--- src/shared/ext_bus_defines.vh ---
// Timing, phase and pin-position constants for the external memory bus port
`ifndef EXT_BUS_DEFINES_VH
`define EXT_BUS_DEFINES_VH

// ------------------------------------------------------------
// Machine cycle timing (one clock = one oscillator period)
// ------------------------------------------------------------
`define PH_LAST        4'hB
`define PH_SLOT_B      4'h6
`define PH_SLOT_A_END  4'h5
`define ALE_END        4'h2
`define ADDR_END       4'h3
`define SAMPLE_PH      4'h5
`define RD_START       4'h6
`define WR_START       4'h7
`define STB_END        4'hA
`define PH_ZERO        4'h0
`define RST_HOLD       5'h18

// ------------------------------------------------------------
// Shared function port bit positions
// ------------------------------------------------------------
`define SFP_SER_IN     0
`define SFP_SER_OUT    1
`define SFP_IRQ0       2
`define SFP_IRQ1       3
`define SFP_CNT0       4
`define SFP_CNT1       5
`define SFP_WR         6
`define SFP_RD         7
`define SFP_OE_MASK    8'hC2
`define PORT_IDLE      8'hFF
`define SYNC_RST_BIT   8
`define SYNC_SEL_BIT   9

`endif

--- src/logic/ext_bus_port.v ---
// External program and data memory bus port
`timescale 1ns/1ps
`default_nettype none
`include "ext_bus_defines.vh"

module ext_bus_port #(
   parameter WIDTH = 9,
   parameter DEPTH = 2
) (
   input  wire        i_clock,
   input  wire        i_resetn,
   input  wire        i_clock_enable,
   input  wire        i_reset_pin,
   input  wire        i_external_access_select,
   input  wire        i_code_protect_bit_one,
   input  wire        i_fetch_valid,
   input  wire [15:0] i_fetch_addr,
   output wire        o_fetch_ready,
   input  wire        i_move_valid,
   input  wire        i_move_write,
   input  wire        i_move_use_pointer,
   input  wire [15:0] i_move_addr,
   input  wire [7:0]  i_move_wdata,
   input  wire [7:0]  i_high_port_latch,
   output wire        o_move_ready,
   output wire        o_rd_valid,
   output wire [7:0]  o_rd_data,
   output wire        o_rd_is_code,
   input  wire        i_rd_ready,
   input  wire [7:0]  i_low_addr_data_port_in,
   output reg  [7:0]  o_low_addr_data_port_out,
   output wire [7:0]  o_low_addr_data_port_oe,
   output wire        o_low_addr_data_port_pullup,
   output reg  [7:0]  o_high_addr_port,
   output wire        o_address_latch_strobe,
   output wire        o_program_read_strobe_n,
   input  wire [7:0]  i_shared_function_port_in,
   output wire [7:0]  o_shared_function_port_out,
   output wire [7:0]  o_shared_function_port_oe,
   input  wire        i_serial_out,
   output wire        o_serial_in,
   output wire [1:0]  o_ext_irq,
   output wire [1:0]  o_counter_input,
   output wire        o_code_from_external,
   output wire        o_reset_active
);

   localparam CW = $clog2(DEPTH + 1);
   localparam PW = (DEPTH > 1) ? $clog2(DEPTH) : 1;

   // ------------------------------------------------------------
   // Slot phase decode
   // ------------------------------------------------------------
   function [3:0] slot_phase;
      input [3:0] ph;
      begin
         slot_phase = (ph >= `PH_SLOT_B) ? (ph - `PH_SLOT_B) : ph;
      end
   endfunction

   // ------------------------------------------------------------
   // Pin synchronisers
   // ------------------------------------------------------------
   reg  [9:0] sync1_q;
   reg  [9:0] sync2_q;
   wire       rst_pin_s = sync2_q[`SYNC_RST_BIT];
   wire       sel_s     = sync2_q[`SYNC_SEL_BIT];

   // No reset: strap must stay visible while reset is active
   always @(posedge i_clock) begin
      if (i_clock_enable) begin
         sync1_q <= {i_external_access_select, i_reset_pin, i_shared_function_port_in};
         sync2_q <= sync1_q;
      end
   end

   assign o_serial_in     = sync2_q[`SFP_SER_IN];
   assign o_ext_irq       = {sync2_q[`SFP_IRQ1], sync2_q[`SFP_IRQ0]};
   assign o_counter_input = {sync2_q[`SFP_CNT1], sync2_q[`SFP_CNT0]};

   // ------------------------------------------------------------
   // Reset pin qualification and access select strap
   // ------------------------------------------------------------
   reg  [4:0] rst_cnt_q;
   reg        pin_rst_q;
   reg        sel_latched_q;
   wire       rst = !i_resetn || pin_rst_q;

   always @(posedge i_clock) begin
      if (!i_resetn) begin
         rst_cnt_q <= 5'h00;
         pin_rst_q <= 1'b0;
      end else if (i_clock_enable) begin
         if (!rst_pin_s) begin
            rst_cnt_q <= 5'h00;
            pin_rst_q <= 1'b0;
         end else if (rst_cnt_q < `RST_HOLD - 5'h01) begin
            rst_cnt_q <= rst_cnt_q + 5'h01;
         end else begin
            pin_rst_q <= 1'b1;
         end
      end
   end

   always @(posedge i_clock) begin
      if (i_clock_enable && rst) begin
         sel_latched_q <= sel_s;
      end
   end

   wire sel_eff  = i_code_protect_bit_one ? sel_latched_q : sel_s;
   wire code_ext = !sel_eff;
   assign o_code_from_external = code_ext;
   assign o_reset_active       = rst;

   // ------------------------------------------------------------
   // Read data buffer
   // ------------------------------------------------------------
   reg  [WIDTH-1:0] mem [0:DEPTH-1];
   reg  [PW-1:0]    wr_ptr_q;
   reg  [PW-1:0]    rd_ptr_q;
   reg  [CW-1:0]    count_q;
   wire             push;
   wire [WIDTH-1:0] push_data;
   wire             pop = o_rd_valid && i_rd_ready && i_clock_enable;
   wire             room = (count_q + {{(CW-1){1'b0}}, push}) < DEPTH;

   assign o_rd_valid   = (count_q != {CW{1'b0}});
   assign o_rd_data    = mem[rd_ptr_q][7:0];
   assign o_rd_is_code = mem[rd_ptr_q][8];

   always @(posedge i_clock) begin
      if (rst) begin
         wr_ptr_q <= {PW{1'b0}};
         rd_ptr_q <= {PW{1'b0}};
         count_q  <= {CW{1'b0}};
      end else if (i_clock_enable) begin
         if (push) begin
            mem[wr_ptr_q] <= push_data;
            wr_ptr_q <= (wr_ptr_q == DEPTH - 1) ? {PW{1'b0}} : wr_ptr_q + 1'b1;
         end
         if (pop) begin
            rd_ptr_q <= (rd_ptr_q == DEPTH - 1) ? {PW{1'b0}} : rd_ptr_q + 1'b1;
         end
         count_q <= count_q + {{(CW-1){1'b0}}, push} - {{(CW-1){1'b0}}, pop};
      end
   end

   // ------------------------------------------------------------
   // Machine cycle sequencer
   // ------------------------------------------------------------
   reg  [3:0]  phase_q;
   reg         data_cyc_q;
   reg         write_q;
   reg         fetch_q;
   reg  [15:0] addr_q;
   reg  [7:0]  wdata_q;
   wire [3:0]  sph     = slot_phase(phase_q);
   wire        slot_end = (phase_q == `PH_LAST) || (phase_q == `PH_SLOT_A_END);
   wire        cyc_end  = (phase_q == `PH_LAST);
   wire        slot_b   = (phase_q >= `PH_SLOT_B);

   assign o_move_ready  = i_clock_enable && !rst && cyc_end
                          && (i_move_write || room);
   wire   take_move     = o_move_ready && i_move_valid;
   assign o_fetch_ready = i_clock_enable && !rst && slot_end && code_ext && room
                          && !take_move && !(data_cyc_q && !slot_b);
   wire   take_fetch    = o_fetch_ready && i_fetch_valid;

   assign push = i_clock_enable && !rst
                 && ((fetch_q && sph == `SAMPLE_PH)
                     || (data_cyc_q && !write_q && phase_q == `STB_END));
   assign push_data = {fetch_q, i_low_addr_data_port_in};

   always @(posedge i_clock) begin
      if (rst) begin
         phase_q          <= `PH_ZERO;
         data_cyc_q       <= 1'b0;
         write_q          <= 1'b0;
         fetch_q          <= 1'b0;
         addr_q           <= 16'h0000;
         wdata_q          <= 8'h00;
         o_high_addr_port <= `PORT_IDLE;
      end else if (i_clock_enable) begin
         phase_q <= cyc_end ? `PH_ZERO : phase_q + 4'h1;
         if (slot_end) begin
            fetch_q <= take_fetch;
            if (cyc_end) begin
               data_cyc_q <= take_move;
               write_q    <= take_move && i_move_write;
            end
            if (take_move) begin
               addr_q  <= i_move_addr;
               wdata_q <= i_move_wdata;
               o_high_addr_port <= i_move_use_pointer ? i_move_addr[15:8]
                                                      : i_high_port_latch;
            end else if (take_fetch) begin
               addr_q <= i_fetch_addr;
               o_high_addr_port <= i_fetch_addr[15:8];
            end else if (!(data_cyc_q && !slot_b)) begin
               o_high_addr_port <= i_high_port_latch;
            end
         end
      end
   end

   // ------------------------------------------------------------
   // Bus pin output registers and strobes
   // ------------------------------------------------------------
   wire addr_phase = (fetch_q || (data_cyc_q && !slot_b)) && (sph < `ADDR_END);
   wire wdata_phase = data_cyc_q && write_q && slot_b;
   wire rd_stb = data_cyc_q && !write_q && (phase_q >= `RD_START)
                 && (phase_q <= `STB_END);
   wire wr_stb = data_cyc_q && write_q && (phase_q >= `WR_START)
                 && (phase_q <= `STB_END);

   always @(posedge i_clock) begin
      if (rst) begin
         o_low_addr_data_port_out <= `PORT_IDLE;
      end else if (i_clock_enable) begin
         if (slot_end && take_move) begin
            o_low_addr_data_port_out <= i_move_addr[7:0];
         end else if (slot_end && take_fetch) begin
            o_low_addr_data_port_out <= i_fetch_addr[7:0];
         end else if (data_cyc_q && write_q && phase_q == `PH_SLOT_A_END) begin
            o_low_addr_data_port_out <= wdata_q;
         end
      end
   end

   assign o_low_addr_data_port_oe    = {8{!rst && (addr_phase || wdata_phase)}};
   assign o_low_addr_data_port_pullup = !rst && (fetch_q || data_cyc_q);
   assign o_address_latch_strobe = !rst && (sph < `ALE_END)
                                   && !(data_cyc_q && slot_b);
   assign o_program_read_strobe_n = !(!rst && fetch_q && sph >= `ADDR_END);

   assign o_shared_function_port_out = {!(!rst && rd_stb), !(!rst && wr_stb),
                                        4'hF, i_serial_out, 1'b1};
   assign o_shared_function_port_oe  = `SFP_OE_MASK;

endmodule // ext_bus_port

`default_nettype wire

--- config.mk ---
export PLATFORM = sky130hd
export DESIGN_NAME = ext_bus_port
export DESIGN_NICKNAME = d
export VERILOG_FILES = /design/src/logic/ext_bus_port.v
export VERILOG_INCLUDE_DIRS = /design/src /design/src/shared
export SDC_FILE = /design/constraint.sdc
export NUM_CORES = 1
export LEC_CHECK = 0
export BUFFER_PORTS_ARGS = -buffer_cell sky130_fd_sc_hd__buf_4
export CAP_MARGIN = 20
export CELL_PAD_IN_SITES_DETAIL_PLACEMENT = 1
export CELL_PAD_IN_SITES_GLOBAL_PLACEMENT = 1
export CORE_MARGIN = 4
export CORE_UTILIZATION = 33
export CTS_CLUSTER_DIAMETER = 60
export DETAILED_ROUTE_END_ITERATION = 8
export GPL_TIMING_DRIVEN = 0
export PLACE_DENSITY_LB_ADDON = 0.2
export SYNTH_ARGS = -nofsm -noshare
export SYNTH_HDL_FRONTEND = slang
export SYNTH_SLANG_ARGS = --single-unit
--- constraint.sdc ---
create_clock -name i_clock -period 3 [get_ports i_clock]
set_input_delay 0.9 -clock i_clock [delete_from_list [all_inputs] [get_ports i_clock]]
set_output_delay 0.9 -clock i_clock [all_outputs]
set_load 0.05 [all_outputs]
==> results of run 1 <==
area by class of cell:
class	instances	area [um^2]	area share (%)
buffer	42	337.8	5.929
clock buffer	9	225.2	3.953
clock inverter	7	60.06	1.054
inverter	10	53.80	0.9442
multi-input combinational	261	1827	32.06
sequential	75	1847	32.41
tap	140	175.2	3.074
timing repair buffer	142	1172	20.58
cells by family after synthesis:
group	count (synthesis)
simple gates	126
mux	15
buf+inv	54
compound gates	93
fa+ha+maj	7
other cells	2
flops	75
xor+xnor	7
metal layers:
layer / vias to the layer above / global-route usage (%) / wire length [um]
li1: 1680 / - / -
met5: - / 0 / 0
met1: 1668 / 20.55 / 4982
met2: 98 / 32.41 / 6177
met4: 0 / 5.869 / 193
met3: 17 / 5.158 / 728
power by group through the flow:
| stage | logic, uW | registers, uW | clock network [uW] |
|---|---|---|---|
| after floorplan | 141 | 1130 | 0 |
| after global placement | 255 | 1120 | 0 |
| after detailed placement | 259 | 1120 | 0 |
| after CTS | 279 | 1100 | 1060 |
| after global routing | 312 | 1100 | 1100 |
| final | 294 | 1100 | 1030 |
worst paths after layout:
check             start                           to  cells after the start
max            i_resetn                o_fetch_ready                      7
min          sync1_q[2]                   sync2_q[2]                      0
max reg2reg  phase_q[1]  o_low_addr_data_port_out[5]                     10
min reg2reg  sync1_q[2]                   sync2_q[2]                      0
worst max-delay path, cell delays in order:
cell     delay, ns
buf_8         0.07
nor2b_4       0.21
nand3_2       0.11
nor4b_4       0.42
or2_4         0.24
nor2_4        0.04
buf_8         0.15
cell usage after synthesis, types with 6 or more instances:
master,n
o22ai_1,9
xnor2_1,6
a21oi_1,28
buf_2,6
nand3_1,12
mux2_2,10
o21ai_0,9
inv_1,9
or3_1,8
ha_1,7
buf_4,26
dfxtp_1,42
edfxtp_1,33
nor2_1,39
o31ai_1,8
nand2_1,31
clkbuf_1,8
registers in the layout, indices dropped and copies added, names as in the netlist, 2 cells and up, named ones only:
name                      count
count_q                       2
o_high_addr_port              8
rst_cnt_q                     5
o_low_addr_data_port_out      8
wdata_q                       8
sync2_q                       7
sync1_q                       7
mem                          18
phase_q                       4
per-stage QoR:
| stage | setup WS, ns | std cells |
|---|---|---|
| 3_3_place_gp | -0.5188 | 650 |
| 2_1_floorplan | 0.01884 | 390 |
| 5_1_grt | -0.07771 | 686 |
| 4_1_cts | -0.04373 | 678 |
| 3_5_place_dp | -0.5295 | 650 |
| 6_report | -0.02960 | 686 |
timing repair:
| item | 4_1_cts | 5_1_grt |
|---|---|---|
| pin swaps | 11 | 8 |
| buffers inserted | 13 | 11 |
| resized for setup | 58 | 10 |
| endpoints found under the setup margin | 18 | 11 |
==> summary.md, run 1 <==
| Metric | Value |
|---|---|
| Worst setup path class | `input port to output pin` |
| Die width | `115.0 um` |
| CTS Hold Buffers Added | `0` |
| Mean cell area of the mapped netlist | `around 10 um^2` |
| Critical path required time | `~2.1 ns` |
| F_max | `330.1 MHz` |
| Crit path DAT | `2.13 ns` |
| Period utilization | `101.0%` |
| Setup_tns | `-0.07353 ns` |
| Commonest non-fill, non-tap cell in the layout | `buf_4` |
| Drt pass-1 iters | `4` |
| Via count | `around 3500` |
| Slew HR | `a little under half` |
| Vias in the first global route | `3666` |
| Starting density of the core | `about a third` |
| IO Pins | `approximately 140` |
| Post-synthesis simple-gate area fraction | `17.28%` |
| Mux share of post-synthesis cell area | `4.305%` |
| CTS tree | `built` |
| DRC errors left | `0` |
| Xor/xnor cell area share of the yosys netlist | `1.623%` |
| Total power | `2429 uW` |
| Routed wire length | `12.08 mm` |
| Post-Syn Area | `between 3000 and 4000 um^2` |
| Syn-to-layout area delta | `50.79%` |
| CP endpoint kind | `output pin` |
| Sink Count | `75` |
| Routed WL per cell | `17.61 um` |
| Ys async rst share | `0%` |
| Max cap viols | `0` |
| Crit-path max FO | `4` |
| Adder-cell share of the synthesized area | `about 2.3%` |
| Distinct cell type count after synthesis | `60` |
| Largest net degree at the start of global routing | `25` |
| Drt via density | `5.048` |
| Minimum hold slack | `0.4256 ns` |
| Layout Skew | `0.006892 ns` |
| Main combinational cell family by area after synthesis | `simple AND/OR/NAND/NOR gates` |
| Cell area after layout | `5698 um^2` |
| Grt total ovfl | `0` |
| Gpl congestion | `roughly 0.83` |
| Clock Path Buffers | `2` |
| CTS Root Cell | `clkbuf_16` |
| Top post-synthesis cells by area | `edfxtp_1 26%, dfxtp_1 22%, buf_4 5.2%, nor2_1 3.9%, a21oi_1 3.7%` |
| Top-area cell type share of the netlist area | `about a quarter` |
| CORE AREA | `11030 um^2` |
| Detailed Place HPWL | `approximately 8.5 mm` |
| Fin. Hold Viols | `0` |
| Failing checks | `negative setup slack` |
| Post-synth top area cell | `edfxtp_1` |
| Sequential power share | `45.3%` |
| Final WS setup | `-0.02960 ns` |
| Worst-margin pin slew | `0.7976 ns` |
| First-pass GRT wire length | `around 19 mm` |
| Net Sw Frac | `26.09%` |
| GRT Util Overall | `18.04%` |
| Comb power frac | `12.1%` |
| Pwr dens | `approximately 430 nW/um^2` |
| FF+latch count, synth | `75` |
| Internal power | `1795 uW` |
| RSZ-0062 raised after global routing | `yes` |
| Die height | `about 120 um` |
| Worst VDD drop | `~0.20 mV` |
| Worst-path clk slew | `0.06 ns` |
| Yosys synthesis warning count | `0` |
| Post-synth EDFFs | `33` |
| Leakage | `between 0.002 and 0.0025 uW` |
| Antenna Diode Count | `0` |
| CTS buffer count | `9` |
| Initial antenna violation count | `0` |
| Post-Place Cell Area | `5004 um^2` |
| Port bufs | `120` |
| Dominant synthesized flop cell | `dfxtp_1` |
| Site Rows | `38` |
| Most frequent cells in the layout | `147 x buf_4, 38 x dfxtp_1, 34 x nor2_1, 33 x edfxtp_1, 30 x nand2_1` |
| Psw | `633.6 uW` |
| Tmin final | `roughly 3 ns` |
| Die area | `13230 um^2` |
| Sequential area share after synthesis | `48.48%` |
| Clock network power share | `42.6%` |
| Outcome | `complete, but fails checks` |
| Worst Setup Start Kind | `input port` |
| Initial DRC count | `around 110` |
| Slew Viols, Final | `0` |
| Share of cells above drive strength 1 | `44.69%` |
| HP Class | `register to register` |
| Nets@finish | `624` |
| Reg-to-reg slack, setup | `0.29 ns` |
| Syn Inst Count | `379` |
| Complex-gate fraction of the synthesized area | `approximately 17%` |
| Layout fillers | `1243` |
| Post-Route Utilization | `51.66%` |
| Final setup fails | `9` |
| H-tree depth | `3` |
| Skew-Pair Late Insertion Delay | `0.34 ns` |
| ANT nets after route | `0` |
Note: power is estimated with default switching activity, not from simulation.
==> run 2, diff against run 1 <==
- CORE_UTILIZATION: 33 -> 25
==> run 2 against run 1 <==
The flow still finishes with violations (negative setup slack). Die area grew 30%. Register-to-register slack lost 0.07 ns. Wire length is essentially flat. Sequential power is essentially flat. First-iteration DRC count grew 11%. Critical endpoint is now o_move_ready.
==> summary.md, run 2 (same netlist as run 1, synthesis figures left out) <==
| Metric | Value |
|---|---|
| Buf/Inv on CP | `3` |
| Worst r2r dst | `o_low_addr_data_port_out[5]` |
| Routed WL per cell | `16.58 um` |
| Worst setup path class | `register to output pin` |
| CTS tree | `built` |
| Nets@finish | `623` |
| Max cap viols | `0` |
| Crit-path max FO | `6` |
| Clock Path Buffers | `2` |
| Reg2reg path depth | `10` |
| Antenna Diode Count | `0` |
| Drt via density | `4.691` |
| Worst-path clk slew | `0.06 ns` |
| Starting density of the core | `25.80%` |
| Syn-to-layout area delta | `52.02%` |
| Grt met3 use | `4.512%` |
| IO Pins | `138` |
| Die width | `around 130 um` |
| Hold path start | `sync1_q[3]` |
| Met2 Use GR | `between 20% and 30%` |
| DRC errors left | `0` |
| Met1 usage | `17.07%` |
| Port bufs | `120` |
| Most frequent cells in the layout | `143 x buf_4, 38 x dfxtp_1, 35 x nor2_1, 33 x edfxtp_1, 30 x nand2_1` |
| CTS Root Cell | `clkbuf_16` |
| H-tree depth | `3` |
| Minimum hold slack | `0.4176 ns` |
| Commonest non-fill, non-tap cell in the layout | `buf_4` |
| Leakage | `0.002299 uW` |
| Final setup fails | `2` |
| Pwr dens | `between 400 and 500 nW/um^2` |
| Crit path DAT | `2.16 ns` |
| Routed wire length | `12.08 mm` |
| Skew-Pair Late Insertion Delay | `0.34 ns` |
| Tmin final | `3.063 ns` |
| Critical path required time | `2.10 ns` |
| Reg-to-reg slack, setup | `between 0.2 and 0.25 ns` |
| ANT nets after route | `0` |
| Hold Path Cell Cnt | `0` |
| Site Rows | `44` |
| Via count | `3420` |
| Detailed Place HPWL | `8.721 mm` |
| Period utilization | `102.1%` |
| Max reg flops | `18` |
| Die area | `17150 um^2` |
| Gpl congestion | `just under 0.8` |
| Worst Setup Start Kind | `register` |
| Initial antenna violation count | `0` |
| RSZ-0062 raised after global routing | `yes` |
| CP Cell Sequence | `ha_4 > nand2b_4 > buf_6 > a221oi_4 > nor4b_4 > buf_4 > o21ai_4 > and3_4 > buf_8` |
| GRT Util Overall | `14.11%` |
| Worst r2r src | `phase_q[1]` |
| Top delay family on crit path | `compound AO/OA/AOI/OAI gates` |
| CORE AREA | `14640 um^2` |
| Biggest register | `mem` |
| DP Worst Slack | `-0.5231 ns` |
| CTS Hold Buffers Added | `0` |
| First-pass GRT wire length | `18.63 mm` |
| Die height | `roughly 130 um` |
| Cell area after layout | `5744 um^2` |
| Layout Skew | `0.005574 ns` |
| CP endpoint kind | `output pin` |
| Worst VDD drop | `0.3181 mV` |
| Layout fillers | `1672` |
| Slowest stage cell on the critical path | `dfxtp_4` |
| Grt total ovfl | `0` |
| Share of cells above drive strength 1 | `43.49%` |
| Crit path largest cell delay | `0.40 ns` |
| Vias in the first global route | `3646` |
| F_max | `326.4 MHz` |
| Outcome | `complete, but fails checks` |
| CTS buffer count | `9` |
| Slew Viols, Final | `0` |
| Slew HR | `47.27%` |
| Failing checks | `negative setup slack` |
| Sink Count | `between 70 and 80` |
| Worst-margin pin slew | `0.7880 ns` |
| Worst Hold End | `sync2_q[3]` |
| Fin. Hold Viols | `0` |
| Initial DRC count | `between 100 and 150` |
| Setup_tns | `-0.08930 ns` |
| GR peak layer | `met2` |
| Largest net degree at the start of global routing | `25` |
| Final WS setup | `-0.06331 ns` |
| Total power | `2566 uW` |
| Drt pass-1 iters | `4` |
| Post-Place Cell Area | `roughly 5100 um^2` |
| HP Class | `register to register` |
-- run 2: changes by cell type in the layout (fill, tap and decap cells not counted), sizes merged --
cell | before | now
buf | 176 | 175
bufinv | 0 | 2
clkinv | 2 | 3
clkinvlp | 4 | 1
clkbuf | 17 | 18
inv | 11 | 10
-- run 2: power by group --
part | leakage, uW | internal (uW) | switching [uW]
combinational | 0.00150 | 130 | 154
sequential | 0.000651 | 1090 | 14.9
clock | 0.000153 | 732 | 449
total | 0.00230 | 1950 | 619
-- run 2: worst max path at each step --
stage,start,endpoint,slack (ns),cells past startpoint
4_1_cts,i_resetn,o_move_ready,-0.04,8
3_3_place_gp,i_clock_enable,o_fetch_ready,-0.54,7
5_1_grt,phase_q[1],o_move_ready,-0.15,9
2_1_floorplan,i_resetn,o_low_addr_data_port_oe[1],0.02,6
3_5_place_dp,i_clock_enable,o_fetch_ready,-0.52,7
6_report,phase_q[1],o_move_ready,-0.06,9
-- run 2: per-layer routing --
metal	wire, um	vias up
met3	554	16
met2	6031	90
met4	217	0
met5	0	-
li1	-	1678
met1	5281	1636
-- run 2: repair_timing --
action	in CTS	in global routing
gates resized for setup	53	8
endpoints found under the setup margin	22	12
buffers inserted	19	2
pin swaps	10	7
-- run 2: final cells by class --
class | count | area [um^2] | share of cell area, %
Multi-Input combinational cell | 261 | 1807 | 31.45
Timing Repair Buffer | 141 | 1160 | 20.19
Buffer | 42 | 331.6 | 5.772
Inverter | 10 | 50.05 | 0.8713
Tap cell | 184 | 230.2 | 4.008
Clock buffer | 10 | 229.0 | 3.986
Clock inverter | 6 | 90.09 | 1.568
Sequential cell | 75 | 1847 | 32.15
-- run 2: metrics by stage --
stage	std cells	util, %
2_1_floorplan	390	-
3_3_place_gp	694	34.54
3_5_place_dp	694	34.54
4_1_cts	728	39.01
5_1_grt	729	39.23
6_report	729	39.23
==> run 3, diff against run 2 <==
- PLACE_DENSITY_LB_ADDON: 0.2 -> 0.12
==> run 3 against run 2 <==
The run now ends clean. Critical path type is now input port to output pin. Final cell count up 0.14%. Die area unchanged. Largest cell class unchanged. Critical endpoint is now o_fetch_ready. Non-clock buffer count up 1.
==> summary.md, run 3 (same netlist as run 1, synthesis figures left out) <==
| Metric | Value |
|---|---|
| Outcome | `complete, no violations` |
| Most frequent cells in the layout | `146 x buf_4, 38 x dfxtp_1, 35 x nor2_1, 33 x edfxtp_1, 30 x nand2_1` |
| H-tree depth | `3` |
| Via count | `3435` |
| Drt via density | `4.705` |
| Worst Hold End | `sync2_q[5]` |
| Slew HR | `44.61%` |
| Hold Path Cell Cnt | `0` |
| Biggest register | `mem` |
| Tmin final | `2.987 ns` |
| Routed WL per cell | `between 15 and 20 um` |
| Largest net degree at the start of global routing | `25` |
| Cell area after layout | `5736 um^2` |
| Detailed Place HPWL | `around 8.4 mm` |
| Setup_tns | `0 ns` |
| Max cap viols | `0` |
| IO Pins | `138` |
| Worst VDD drop | `0.2915 mV` |
| Starting density of the core | `25.80%` |
| Port bufs | `120` |
| Worst-margin pin slew | `roughly 0.83 ns` |
| Antenna Diode Count | `0` |
| CTS Root Cell | `clkbuf_16` |
| CTS buffer count | `9` |
| Crit-path max FO | `4` |
| Worst setup path class | `input port to output pin` |
| Critical path required time | `roughly 2.1 ns` |
| Hold path start | `sync1_q[5]` |
| CTS tree | `built` |
| Initial DRC count | `151` |
| Max reg flops | `18` |
| Skew-Pair Late Insertion Delay | `0.34 ns` |
| Gpl congestion | `around 0.74` |
| Post-Place Cell Area | `5059 um^2` |
| Nets@finish | `624` |
| Pwr dens | `449.7 nW/um^2` |
| Die height | `130.9 um` |
| Commonest non-fill, non-tap cell in the layout | `buf_4` |
| Reg-to-reg slack, setup | `0.30 ns` |
| GRT Util Overall | `13.92%` |
| DP Worst Slack | `-0.5920 ns` |
| Reg2reg path depth | `10` |
| Layout fillers | `~1600` |
| RSZ-0062 raised after global routing | `yes` |
| Grt total ovfl | `0` |
| Worst-path clk slew | `approximately 0.060 ns` |
| Worst r2r src | `phase_q[1]` |
| Site Rows | `44` |
| Drt pass-1 iters | `4` |
| Minimum hold slack | `0.4182 ns` |
| First-pass GRT wire length | `18.33 mm` |
| Final Non-Filler Cells | `between 700 and 800` |
| Die width | `between 100 and 150 um` |
| CORE AREA | `14640 um^2` |
| Slew Viols, Final | `0` |
| HP Class | `register to register` |
| Sink Count | `75` |
| F_max | `334.8 MHz` |
| Fin. Hold Viols | `0` |
| Worst Setup Start Kind | `input port` |
| Syn-to-layout area delta | `51.79%` |
| Layout Skew | `0.006215 ns` |
| Period utilization | `99.57%` |
| Placed cell count | `between 600 and 700` |
| CP endpoint kind | `output pin` |
| Final WS setup | `0.01276 ns` |
| Crit path DAT | `2.09 ns` |
| Share of cells above drive strength 1 | `43.59%` |
| Die area | `17150 um^2` |
| Routed wire length | `about 12 mm` |
| Initial antenna violation count | `0` |
| Leakage | `0.002297 uW` |
| Clock Path Buffers | `2` |
| Vias in the first global route | `between 3000 and 4000` |
| Final setup fails | `0` |
| ANT nets after route | `0` |
| Worst r2r dst | `o_low_addr_data_port_out[5]` |
| DRC errors left | `0` |
==> run 3: cell types whose count changed in the layout (fill, tap and decap cells not counted), sizes merged <==
| cell | delta |
|---|---|
| inv | -1 |
| buf | +1 |
| clkinvlp | +1 |
==> run 3: how the worst max path moves through the flow <==
| stage | slack (ns) | startpoint | endpoint | cells after the start |
|---|---|---|---|---|
| after global placement | -0.59 | i_clock_enable | o_fetch_ready | 7 |
| after CTS | -0.03 | i_resetn | o_move_ready | 8 |
| after floorplan | 0.02 | i_resetn | o_low_addr_data_port_oe[1] | 6 |
| final | 0.01 | i_resetn | o_fetch_ready | 7 |
| after global routing | -0.08 | phase_q[1] | o_fetch_ready | 8 |
| after detailed placement | -0.59 | i_clock_enable | o_fetch_ready | 7 |
==> run 3: repair_timing <==
item | CTS | global route
hold endpoints to repair | 0 | 0
setup buffers | 19 | 2
gates resized for setup | 47 | 9
pin swaps | 11 | 5
cloned | 0 | 0
setup endpoints to repair | 24 | 21
hold buffers | 0 | 0
==> run 3: where the power goes <==
group          internal [uW]  leakage, uW  switching [uW]
Combinational            136      0.00150             156
Sequential              1090     0.000651            14.8
Clock                    731     0.000151             455
Total                   1950      0.00230             626
==> run 3: layout make-up <==
| class | instances | area [um^2] | area share [%] |
|---|---|---|---|
| Clock inverter | 6 | 88.84 | 1.549 |
| Inverter | 10 | 53.80 | 0.9380 |
| Tap cell | 184 | 230.2 | 4.014 |
| Clock buffer | 10 | 229.0 | 3.992 |
| Sequential cell | 75 | 1844 | 32.16 |
| Timing Repair Buffer | 141 | 1149 | 20.03 |
| Multi-Input combinational cell | 261 | 1800 | 31.39 |
| Buffer | 43 | 340.3 | 5.934 |
==> run 3: worst max-delay path: stages <==
cell     delay [ns]
buf_8          0.10
nor2b_4        0.14
a41o_1         0.28
or2_4          0.28
buf_6          0.12
nor2_4         0.10
buf_6          0.16
==> run 3: metrics by stage <==
stage / util (%) / total power, uW
finish: 39.17 / 2579
global route: 39.17 / 2689
CTS: 38.89 / 2603
detailed placement: 34.54 / 1384
global placement: 34.54 / 1382
floorplan: - / 1267
==> run 3: routing by layer <==
layer / share of wire [%] / GRT usage (%)
met3: 6.0 / 3.455
met4: 1.7 / 5.505
met2: 46 / 21.36
met5: 0 / 0
met1: 46 / 18.81
